--- src/design/isb_pkg.sv ---
// Purpose: constants and types for the independent LED sink blink controller
// Assumes: 25 MHz pclk, APB register access with 32-bit data
// Notes:   register index times four gives the APB byte address
package isb_pkg;

	// ==========================================================
	// register map
	localparam logic [7:0] IDX_LAW    = 8'h1a;
	localparam logic [7:0] IDX_ENABLE = 8'h1b;
	localparam logic [7:0] IDX_TIME1  = 8'h1c;
	localparam logic [7:0] IDX_STATUS = 8'h20;
	localparam logic [7:0] ADDR_LAW    = {IDX_LAW[5:0], 2'b00};
	localparam logic [7:0] ADDR_ENABLE = {IDX_ENABLE[5:0], 2'b00};
	localparam logic [7:0] ADDR_TIME1  = {IDX_TIME1[5:0], 2'b00};
	localparam logic [7:0] ADDR_STATUS = {IDX_STATUS[5:0], 2'b00};

	// ==========================================================
	// reset values and field positions
	localparam logic [1:0] RST_LAW    = 2'h0;
	localparam logic [6:0] RST_ENABLE = 7'h00;
	localparam logic [7:0] RST_TIME1  = 8'h00;
	localparam int         ON_LSB     = 6;
	localparam int         LED7_LSB   = 4;
	localparam int         LED6_LSB   = 2;
	localparam int         LED5_LSB   = 0;
	localparam int         NUM_SINKS  = 7;

	// ==========================================================
	// timing: one prescaler tick is 100 ms
	localparam int CLK_KHZ      = 25000;
	localparam int TICK_MS      = 100;
	localparam int TICK_CYCLES  = TICK_MS * CLK_KHZ;
	localparam int ON_MS_0      = 200;
	localparam int ON_MS_1      = 600;
	localparam int ON_MS_2      = 800;
	localparam int ON_MS_3      = 1200;
	localparam int OFF_MS_1     = 600;
	localparam int OFF_MS_2     = 1200;
	localparam int OFF_MS_3     = 1800;
	localparam logic [4:0] ON_TICKS_0  = 5'(ON_MS_0 / TICK_MS);
	localparam logic [4:0] ON_TICKS_1  = 5'(ON_MS_1 / TICK_MS);
	localparam logic [4:0] ON_TICKS_2  = 5'(ON_MS_2 / TICK_MS);
	localparam logic [4:0] ON_TICKS_3  = 5'(ON_MS_3 / TICK_MS);
	localparam logic [4:0] OFF_TICKS_1 = 5'(OFF_MS_1 / TICK_MS);
	localparam logic [4:0] OFF_TICKS_2 = 5'(OFF_MS_2 / TICK_MS);
	localparam logic [4:0] OFF_TICKS_3 = 5'(OFF_MS_3 / TICK_MS);

	// ==========================================================
	// fade law encodings and sink states
	typedef enum logic [1:0] {
		LAW_LIN_A   = 2'h0,
		LAW_LIN_B   = 2'h1,
		LAW_CUBIC_A = 2'h2,
		LAW_CUBIC_B = 2'h3
	} isb_law_t;

	typedef enum logic [1:0] {
		ST_IDLE = 2'b00,
		ST_ON   = 2'b01,
		ST_OFF  = 2'b11
	} isb_state_t;

endpackage

--- src/design/isb_top.sv ---
// Purpose: APB register block and blink sequencer for seven LED current sinks
// Assumes: single pclk domain, zero-wait APB slave
// Notes:   LED1..LED4 have no off-time field here and run continuously when enabled
//
// Local design decision: the APB register port.
`timescale 1ns/1ps
module isb_top
	import isb_pkg::*;
#(
	parameter int TICK_LEN = TICK_CYCLES
) (
	// clock and reset
	input  wire logic        pclk,
	input  wire logic        presetn,
	// apb slave
	input  wire logic        psel,
	input  wire logic        penable,
	input  wire logic        pwrite,
	input  wire logic [7:0]  paddr,
	input  wire logic [31:0] pwdata,
	output logic      [31:0] prdata,
	output logic             pready,
	output logic             pslverr,
	// sink controls
	output logic      [6:0]  per_led_sink_on,
	output logic      [1:0]  fade_transfer_law,
	output logic             fade_cubic
);

	// ==========================================================
	// apb decode
	logic        setup;
	logic        wr;
	logic        hit;
	logic [31:0] rdata;
	logic [1:0]  law_q, law_d;
	logic [6:0]  en_q, en_d;
	logic [7:0]  time_q, time_d;
	logic [31:0] prdata_q, prdata_d;
	logic        err_q, err_d;
	logic [6:0]  on_q, on_d;

	assign setup  = psel & ~penable;
	assign wr     = psel & penable & pwrite & ~err_q;
	assign pready = psel & penable;
	assign prdata = prdata_q;
	assign pslverr = pready & err_q;

	// read mux, sampled in the setup cycle
	always_comb begin
		hit   = 1'b1;
		rdata = 32'h0;
		case (paddr)
			ADDR_LAW:    rdata = {30'h0, law_q};
			ADDR_ENABLE: rdata = {25'h0, en_q};
			ADDR_TIME1:  rdata = {24'h0, time_q};
			ADDR_STATUS: rdata = {25'h0, on_q};
			default:     hit = 1'b0;
		endcase
	end

	// register next values
	always_comb begin
		law_d    = law_q;
		en_d     = en_q;
		time_d   = time_q;
		prdata_d = prdata_q;
		err_d    = err_q;
		if (setup) begin
			prdata_d = pwrite ? 32'h0 : rdata;
			err_d    = ~hit | (pwrite & (paddr == ADDR_STATUS));
		end
		if (wr) begin
			case (paddr)
				ADDR_LAW:    law_d = pwdata[1:0];
				ADDR_ENABLE: en_d = pwdata[6:0];
				ADDR_TIME1:  time_d = pwdata[7:0];
				default:     law_d = law_q;
			endcase
		end
	end

	always_ff @(posedge pclk or negedge presetn) begin
		if (!presetn) begin
			law_q    <= RST_LAW;
			en_q     <= RST_ENABLE;
			time_q   <= RST_TIME1;
			prdata_q <= 32'h0;
			err_q    <= 1'b0;
		end else begin
			law_q    <= law_d;
			en_q     <= en_d;
			time_q   <= time_d;
			prdata_q <= prdata_d;
			err_q    <= err_d;
		end
	end

	// fade law goes straight to the fade engine; cubic flag picks the nonlinear steps
	assign fade_transfer_law = law_q;
	assign fade_cubic        = law_q[1];

	// ==========================================================
	// shared tick prescaler
	logic [21:0] presc_q, presc_d;
	logic        tick;
	logic [6:0]  start;
	logic [4:0]  on_ticks;

	assign start = en_d & ~en_q;
	assign tick  = (presc_q == 22'(TICK_LEN - 1));

	// restart the prescaler when a write starts new sinks, so their phases line up
	always_comb begin
		if (|start || tick) begin
			presc_d = 22'h0;
		end else begin
			presc_d = presc_q + 22'h1;
		end
	end

	always_ff @(posedge pclk or negedge presetn) begin
		if (!presetn) begin
			presc_q <= 22'h0;
		end else begin
			presc_q <= presc_d;
		end
	end

	// one on time decoded for all sinks
	always_comb begin
		case (time_q[ON_LSB +: 2])
			2'h0:    on_ticks = ON_TICKS_0;
			2'h1:    on_ticks = ON_TICKS_1;
			2'h2:    on_ticks = ON_TICKS_2;
			default: on_ticks = ON_TICKS_3;
		endcase
	end

	// ==========================================================
	// per-sink sequencers
	isb_state_t st_q [NUM_SINKS];
	isb_state_t st_d [NUM_SINKS];
	logic [4:0] cnt_q [NUM_SINKS];
	logic [4:0] cnt_d [NUM_SINKS];
	logic [1:0] off_code [NUM_SINKS];
	logic [4:0] off_ticks [NUM_SINKS];

	assign off_code[0] = 2'h0;
	assign off_code[1] = 2'h0;
	assign off_code[2] = 2'h0;
	assign off_code[3] = 2'h0;
	assign off_code[4] = time_q[LED5_LSB +: 2];
	assign off_code[5] = time_q[LED6_LSB +: 2];
	assign off_code[6] = time_q[LED7_LSB +: 2];

	genvar gi;
	generate
		for (gi = 0; gi < NUM_SINKS; gi++) begin : g_sink
			// off period from this sink's own field; LED1..LED4 have none and decode zero
			always_comb begin
				case (off_code[gi])
					2'h1:    off_ticks[gi] = OFF_TICKS_1;
					2'h2:    off_ticks[gi] = OFF_TICKS_2;
					2'h3:    off_ticks[gi] = OFF_TICKS_3;
					default: off_ticks[gi] = 5'h0;
				endcase
			end

			// on/off sequence
			always_comb begin
				st_d[gi]  = st_q[gi];
				cnt_d[gi] = cnt_q[gi];
				if (!en_d[gi]) begin
					st_d[gi]  = ST_IDLE;
					cnt_d[gi] = 5'h0;
				end else if (start[gi]) begin
					st_d[gi]  = ST_ON;
					cnt_d[gi] = 5'h0;
				end else begin
					case (st_q[gi])
						ST_ON: begin
							if (off_code[gi] != 2'h0 && tick) begin
								if (cnt_q[gi] == on_ticks - 5'h1) begin
									st_d[gi]  = ST_OFF;
									cnt_d[gi] = 5'h0;
								end else begin
									cnt_d[gi] = cnt_q[gi] + 5'h1;
								end
							end
						end
						ST_OFF: begin
							if (off_code[gi] == 2'h0) begin
								st_d[gi]  = ST_ON;
								cnt_d[gi] = 5'h0;
							end else if (tick) begin
								if (cnt_q[gi] == off_ticks[gi] - 5'h1) begin
									st_d[gi]  = ST_ON;
									cnt_d[gi] = 5'h0;
								end else begin
									cnt_d[gi] = cnt_q[gi] + 5'h1;
								end
							end
						end
						default: begin
							st_d[gi]  = ST_ON;
							cnt_d[gi] = 5'h0;
						end
					endcase
				end
				on_d[gi] = (st_d[gi] == ST_ON);
			end

			always_ff @(posedge pclk or negedge presetn) begin
				if (!presetn) begin
					st_q[gi]  <= ST_IDLE;
					cnt_q[gi] <= 5'h0;
					on_q[gi]  <= 1'b0;
				end else begin
					st_q[gi]  <= st_d[gi];
					cnt_q[gi] <= cnt_d[gi];
					on_q[gi]  <= on_d[gi];
				end
			end

			// on phase ends only after the shared on time
			chk_on_period_len: assert property (@(posedge pclk) disable iff (!presetn)
				(st_q[gi] == ST_ON && st_d[gi] == ST_OFF) |-> (tick && cnt_q[gi] == on_ticks - 5'h1))
				else $error("on phase ended early");

			// off phase ends after own off time or when blinking stops
			chk_off_period_len: assert property (@(posedge pclk) disable iff (!presetn)
				(st_q[gi] == ST_OFF && st_d[gi] == ST_ON && !start[gi] && off_code[gi] != 2'h0)
				|-> (tick && cnt_q[gi] == off_ticks[gi] - 5'h1))
				else $error("off phase ended early");

			// disabled sink is dark on the next edge
			chk_disable_dark: assert property (@(posedge pclk) disable iff (!presetn)
				!en_d[gi] |=> !per_led_sink_on[gi])
				else $error("disabled sink still on");

			// a lit sink with no off time stays lit while it remains enabled
			chk_steady_sink: assert property (@(posedge pclk) disable iff (!presetn)
				(en_q[gi] && en_d[gi] && off_code[gi] == 2'h0 && st_q[gi] == ST_ON) |=> per_led_sink_on[gi])
				else $error("continuous sink went dark");
		end
	endgenerate

	assign per_led_sink_on = on_q;

	// ==========================================================
	// checks
	// law write reaches the fade engine outputs one edge later
	chk_law_write_out: assert property (@(posedge pclk) disable iff (!presetn)
		(wr && paddr == ADDR_LAW) |=> (fade_transfer_law == $past(pwdata[1:0]) && fade_cubic == $past(pwdata[1])))
		else $error("fade law not taken from write");

	// newly enabled sinks light at once, cleared bits go dark at once
	chk_enable_start: assert property (@(posedge pclk) disable iff (!presetn)
		(wr && paddr == ADDR_ENABLE) |=>
		((per_led_sink_on & $past(pwdata[6:0]) & ~$past(en_q)) == ($past(pwdata[6:0]) & ~$past(en_q)))
		&& ((per_led_sink_on & ~$past(pwdata[6:0])) == 7'h0))
		else $error("enable write did not act");

	// led7 with off time disabled keeps conducting
	chk_steady_on: assert property (@(posedge pclk) disable iff (!presetn)
		(en_q[6] && time_q[LED7_LSB +: 2] == 2'h0 && per_led_sink_on[6] && !(wr && paddr != ADDR_LAW))
		|=> per_led_sink_on[6])
		else $error("continuous sink blinked");

	// led6 output follows its off phase
	chk_off_phase_dark: assert property (@(posedge pclk) disable iff (!presetn)
		(st_q[5] == ST_OFF) |-> !per_led_sink_on[5] ##1 (st_q[5] != ST_OFF || !per_led_sink_on[5]))
		else $error("sink lit during off phase");

	// sinks started by one write light together on a fresh prescaler phase
	chk_sync_launch: assert property (@(posedge pclk) disable iff (!presetn)
		(|start) |=> (presc_q == 22'h0 && (per_led_sink_on & $past(start)) == $past(start)))
		else $error("new sinks not started together");

	// refused writes leave every register untouched
	chk_bad_write_ignored: assert property (@(posedge pclk) disable iff (!presetn)
		(pslverr && pwrite) |=> ($stable(law_q) && $stable(en_q) && $stable(time_q)))
		else $error("refused write changed a register");

	// prescaler never runs past one tick length
	chk_presc_range: assert property (@(posedge pclk) disable iff (!presetn)
		presc_q <= 22'(TICK_LEN - 1))
		else $error("prescaler out of range");

	// refused reads return zero data
	chk_err_read_zero: assert property (@(posedge pclk) disable iff (!presetn)
		(pslverr && !pwrite) |-> (prdata == 32'h0))
		else $error("refused read returned data");

	// main scenarios seen
	cov_blink_cycle: cover property (@(posedge pclk) disable iff (!presetn)
		st_q[6] == ST_OFF ##1 st_q[6] == ST_ON);
	cov_multi_start: cover property (@(posedge pclk) disable iff (!presetn)
		$countones(start) > 1);
	cov_cubic_law: cover property (@(posedge pclk) disable iff (!presetn)
		fade_transfer_law == LAW_CUBIC_B);
	cov_bad_addr: cover property (@(posedge pclk) disable iff (!presetn)
		pslverr);
	cov_steady_led6: cover property (@(posedge pclk) disable iff (!presetn)
		en_q[5] && time_q[LED6_LSB +: 2] == 2'h0 && per_led_sink_on[5]);

endmodule // isb_top

--- config.mk ---
export PLATFORM = sky130hd
export DESIGN_NAME = isb_top
export DESIGN_NICKNAME = d
export VERILOG_FILES = /design/src/design/isb_pkg.sv /design/src/design/isb_top.sv
export SDC_FILE = /design/constraint.sdc
export NUM_CORES = 1
export LEC_CHECK = 0
export ABC_AREA = 1
export ABC_CLOCK_PERIOD_IN_PS = 1500
export BUFFER_PORTS_ARGS = -buffer_cell sky130_fd_sc_hd__buf_4
export CORE_ASPECT_RATIO = 0.8
export CORE_MARGIN = 2
export CORE_UTILIZATION = 50
export CTS_CLUSTER_SIZE = 14
export DETAILED_ROUTE_END_ITERATION = 12
export GPL_TIMING_DRIVEN = 0
export PLACE_DENSITY = 0.76
export SYNTH_ARGS = -nofsm -noshare
export SYNTH_HDL_FRONTEND = slang
export SYNTH_SLANG_ARGS = --single-unit
--- constraint.sdc ---
create_clock -name pclk -period 1.5 [get_ports pclk]
set_input_delay 0.075 -clock pclk [delete_from_list [all_inputs] [get_ports pclk]]
set_output_delay 0.075 -clock pclk [all_outputs]
set_load 0.01 [all_outputs]
==> metrics.cfg <==
[outcome]
violations=negative setup slack
status=finished, violations left

[power_and_ir_drop]
vdd.ir_drop.worst_uv=765
totalPowerFinal_mw=5.24
power.density_nw_per_um2=780
leakage_nw=3.29

[grt]
grt_max_degree=77
antenna_found_initial=0
gr-total-overflow=0
grt_pass1_vias=4507
grt_pass1_wl_um=20800
globalRouteTotalUtil_pct=25.1

[sta]
setup_tns_ns=-6.51
skew_ns=0.00795
rsz0062_at_grt=true
setup-violations-final=43
max_freq_ghz=0.577
worst_pin_slew_ns=0.972
fin_crit_sh_pct=116
slew_headroom_pct=35.2
hold_viol=0
timing.final.ws_setup_ns=-0.233
final-max-slew-violation-count=0
holdWs_ns=0.0268
min_period_ns=1.73

[clocking]
numClockSinks=76
clock_latency_ns=0.35
cts_made_buffers=9
htree_num_levels=3
cts_tree=built
clk_pin_slew_ns=0.06
root_buffer=clkbuf_16
clock_path_buffers=2

[setup_path]
critPathLaunchType=flip-flop
cp_num_buf_inv=1
cp_top_family=simple AND/OR/NAND/NOR gates
path_max_fanout=4
critPathKind=flip-flop to flip-flop
end_kind=flip-flop
slowest_stage=dfrtp_1
cp.required_ns=1.75
crit_path_max_incr_delay_ns=0.36
crit_arrival_ns=1.98
crit_chain=ha_2 > nand2_2 > nor2_4 > nand4_1 > nor2_4 > buf_6 > nand2_2 > nand2_2 > a21oi_4 > nor2_1
critPathMostFrequentCell=nand2_2

[final_layout]
fin_nets=859
fin_cells=921
final_util_pct=70.5
nFillCells=712
mostFrequentLayoutCell=nand2_1
diodes=0
layout_common_cells=134 x nand2_1, 96 x buf_4, 82 x inv_1
drive_gt1_share_pct=32.8
area_growth_pct=39.2
final_cell_area_um2=6710

[floorplanning]
die_area_um2=10500
core_um2=9530
die_width_um=114
fp-row-count=32
pin_count=89
die_h_um=91.8
start_util_pct=50.6

[detailed_routing]
viasPerCell=5.34
via_count=4914
drtAntennaViolNets=0
wl_um=13900
post-route-drc-count=0
firstDrtPassIters=5
wire_per_inst_um=15.1
drt-initial-drc-count=374

[yosys]
netlist_area_um2=4820
synth_async_sr_flop_share_pct=100
ys_seq_area_share_pct=39.4
ys_types=31
ys_warn_count=0
synth_enable_flop_cells=0
syn_inst=674
synth_ff_type=dfrtp_1
synth-seq-cells=76
syn_avg_cell_area_um2=7.15

[place]
globalplace.congestion=0.944
portBuffers=40
place_area_um2=5390
dp_slack_ns=-0.323
dpl.hpwl_um=8240
placedCellCount=856

[worst_hold_path]
min_path_type=input pin to flip-flop

[job]
drv_cap=0

-- per-layer routing --
metal / track usage, % / up-vias / share of wire, %
met5: 0 / - / 0
met4: 9.65 / 0 / 3.4
met3: 6.41 / 48 / 6.9
met2: 42.4 / 231 / 50
met1: 31.1 / 2316 / 40
li1: - / 2319 / -
-- synth_stat cells, types with 3 or more instances --
cell type | count | area share [%]
buf_2 | 5 | 0.52
nor2_2 | 6 | 0.78
ha_1 | 17 | 4.4
buf_4 | 25 | 3.9
o21ai_0 | 27 | 2.8
xnor2_1 | 3 | 0.54
nand3_1 | 69 | 7.2
inv_1 | 96 | 7.5
nand4_1 | 11 | 1.4
dfrtp_1 | 76 | 39
nor3_1 | 10 | 1.0
nor2_1 | 107 | 8.3
nand2_1 | 155 | 12
o22ai_1 | 4 | 0.52
nand2_2 | 5 | 0.65
o21ai_1 | 7 | 0.73
xor2_1 | 24 | 4.4
a21oi_1 | 11 | 1.1
-- timing repair --
item                                    in CTS  in global routing
resized for setup                           72                 91
cloned                                       3                  0
hold buffers                                 7                  0
pin swaps                                   28                 35
endpoints found under the setup margin      49                 51
setup buffers                               23                 16
hold endpoints to repair                    84                  0
-- worst register-to-register path, stage by stage (launching register included) --
cell and delay, ns:
dfrtp_1 0.36, ha_2 0.20, nand2_2 0.07, nor2_4 0.15, nand4_1 0.16, nor2_4 0.21
buf_6 0.12, nand2_2 0.04, nand2_2 0.08, a21oi_4 0.07, nor2_1 0.17
-- final cells by class --
cell class | instances | area [um^2] | share of cell area, %
sequential | 76 | 1910 | 28.4
tap | 119 | 149 | 2.22
clock buffer | 13 | 280 | 4.17
buffer | 34 | 253 | 3.76
clock inverter | 3 | 90.1 | 1.34
multi-input combinational | 491 | 2950 | 43.9
timing repair buffer | 88 | 719 | 10.7
inverter | 97 | 367 | 5.46
-- state kept, by name, indices dropped and copies added (netlist names) --
| name | count |
|---|---|
| cnt_q | 15 |
| en_q | 7 |
| err_q | 1 |
| fade_transfer_law | 2 |
| per_led_sink_on | 7 |
| prdata | 8 |
| presc_q | 22 |
| st_q | 6 |
| time_q | 8 |
-- worst paths after layout --
check | start | slack, ns | cells after the start | to
min in group asynchronous | presetn | 0.42 | 2 | en_q[2]$_DFF_PN0_
max in group asynchronous | presetn | 0.38 | 2 | presc_q[12]$_DFF_PN0_
worst min-delay path | pwdata[5] | 0.03 | 3 | time_q[5]$_DFFE_PN0P_
worst max register to register | presc_q[1]$_DFF_PN0_ | -0.23 | 10 | per_led_sink_on[4]$_DFF_PN0_
worst max-delay path | presc_q[1]$_DFF_PN0_ | -0.23 | 10 | per_led_sink_on[4]$_DFF_PN0_
worst min register to register | prdata[2]$_DFFE_PN0P_ | 0.49 | 2 | prdata[2]$_DFFE_PN0P_
-- report_power, final --
| part | total (mW) | switching (mW) | leakage (nW) | internal, mW |
|---|---|---|---|---|
| logic | 0.420 | 0.234 | 2.12 | 0.186 |
| clock network | 2.65 | 0.847 | 0.182 | 1.81 |
| registers | 2.16 | 0.0604 | 0.982 | 2.10 |
| total | 5.24 | 1.14 | 3.29 | 4.09 |
-- cells by family (layout without fill, tap and decap cells) --
group / Yosys count / count (layout) / share of synthesized area (%)
other: 1 / 24 / 0.0778
AND/OR/NAND/NOR: 369 / 370 / 32.7
buffers and inverters: 131 / 235 / 12.6
flip-flops: 76 / 76 / 39.4
XOR/XNOR: 27 / 27 / 4.90
AO/OA/AOI/OAI: 53 / 53 / 5.84
adder cells (fa/ha/maj): 17 / 17 / 4.41
Power figures use the tool's default switching activity.
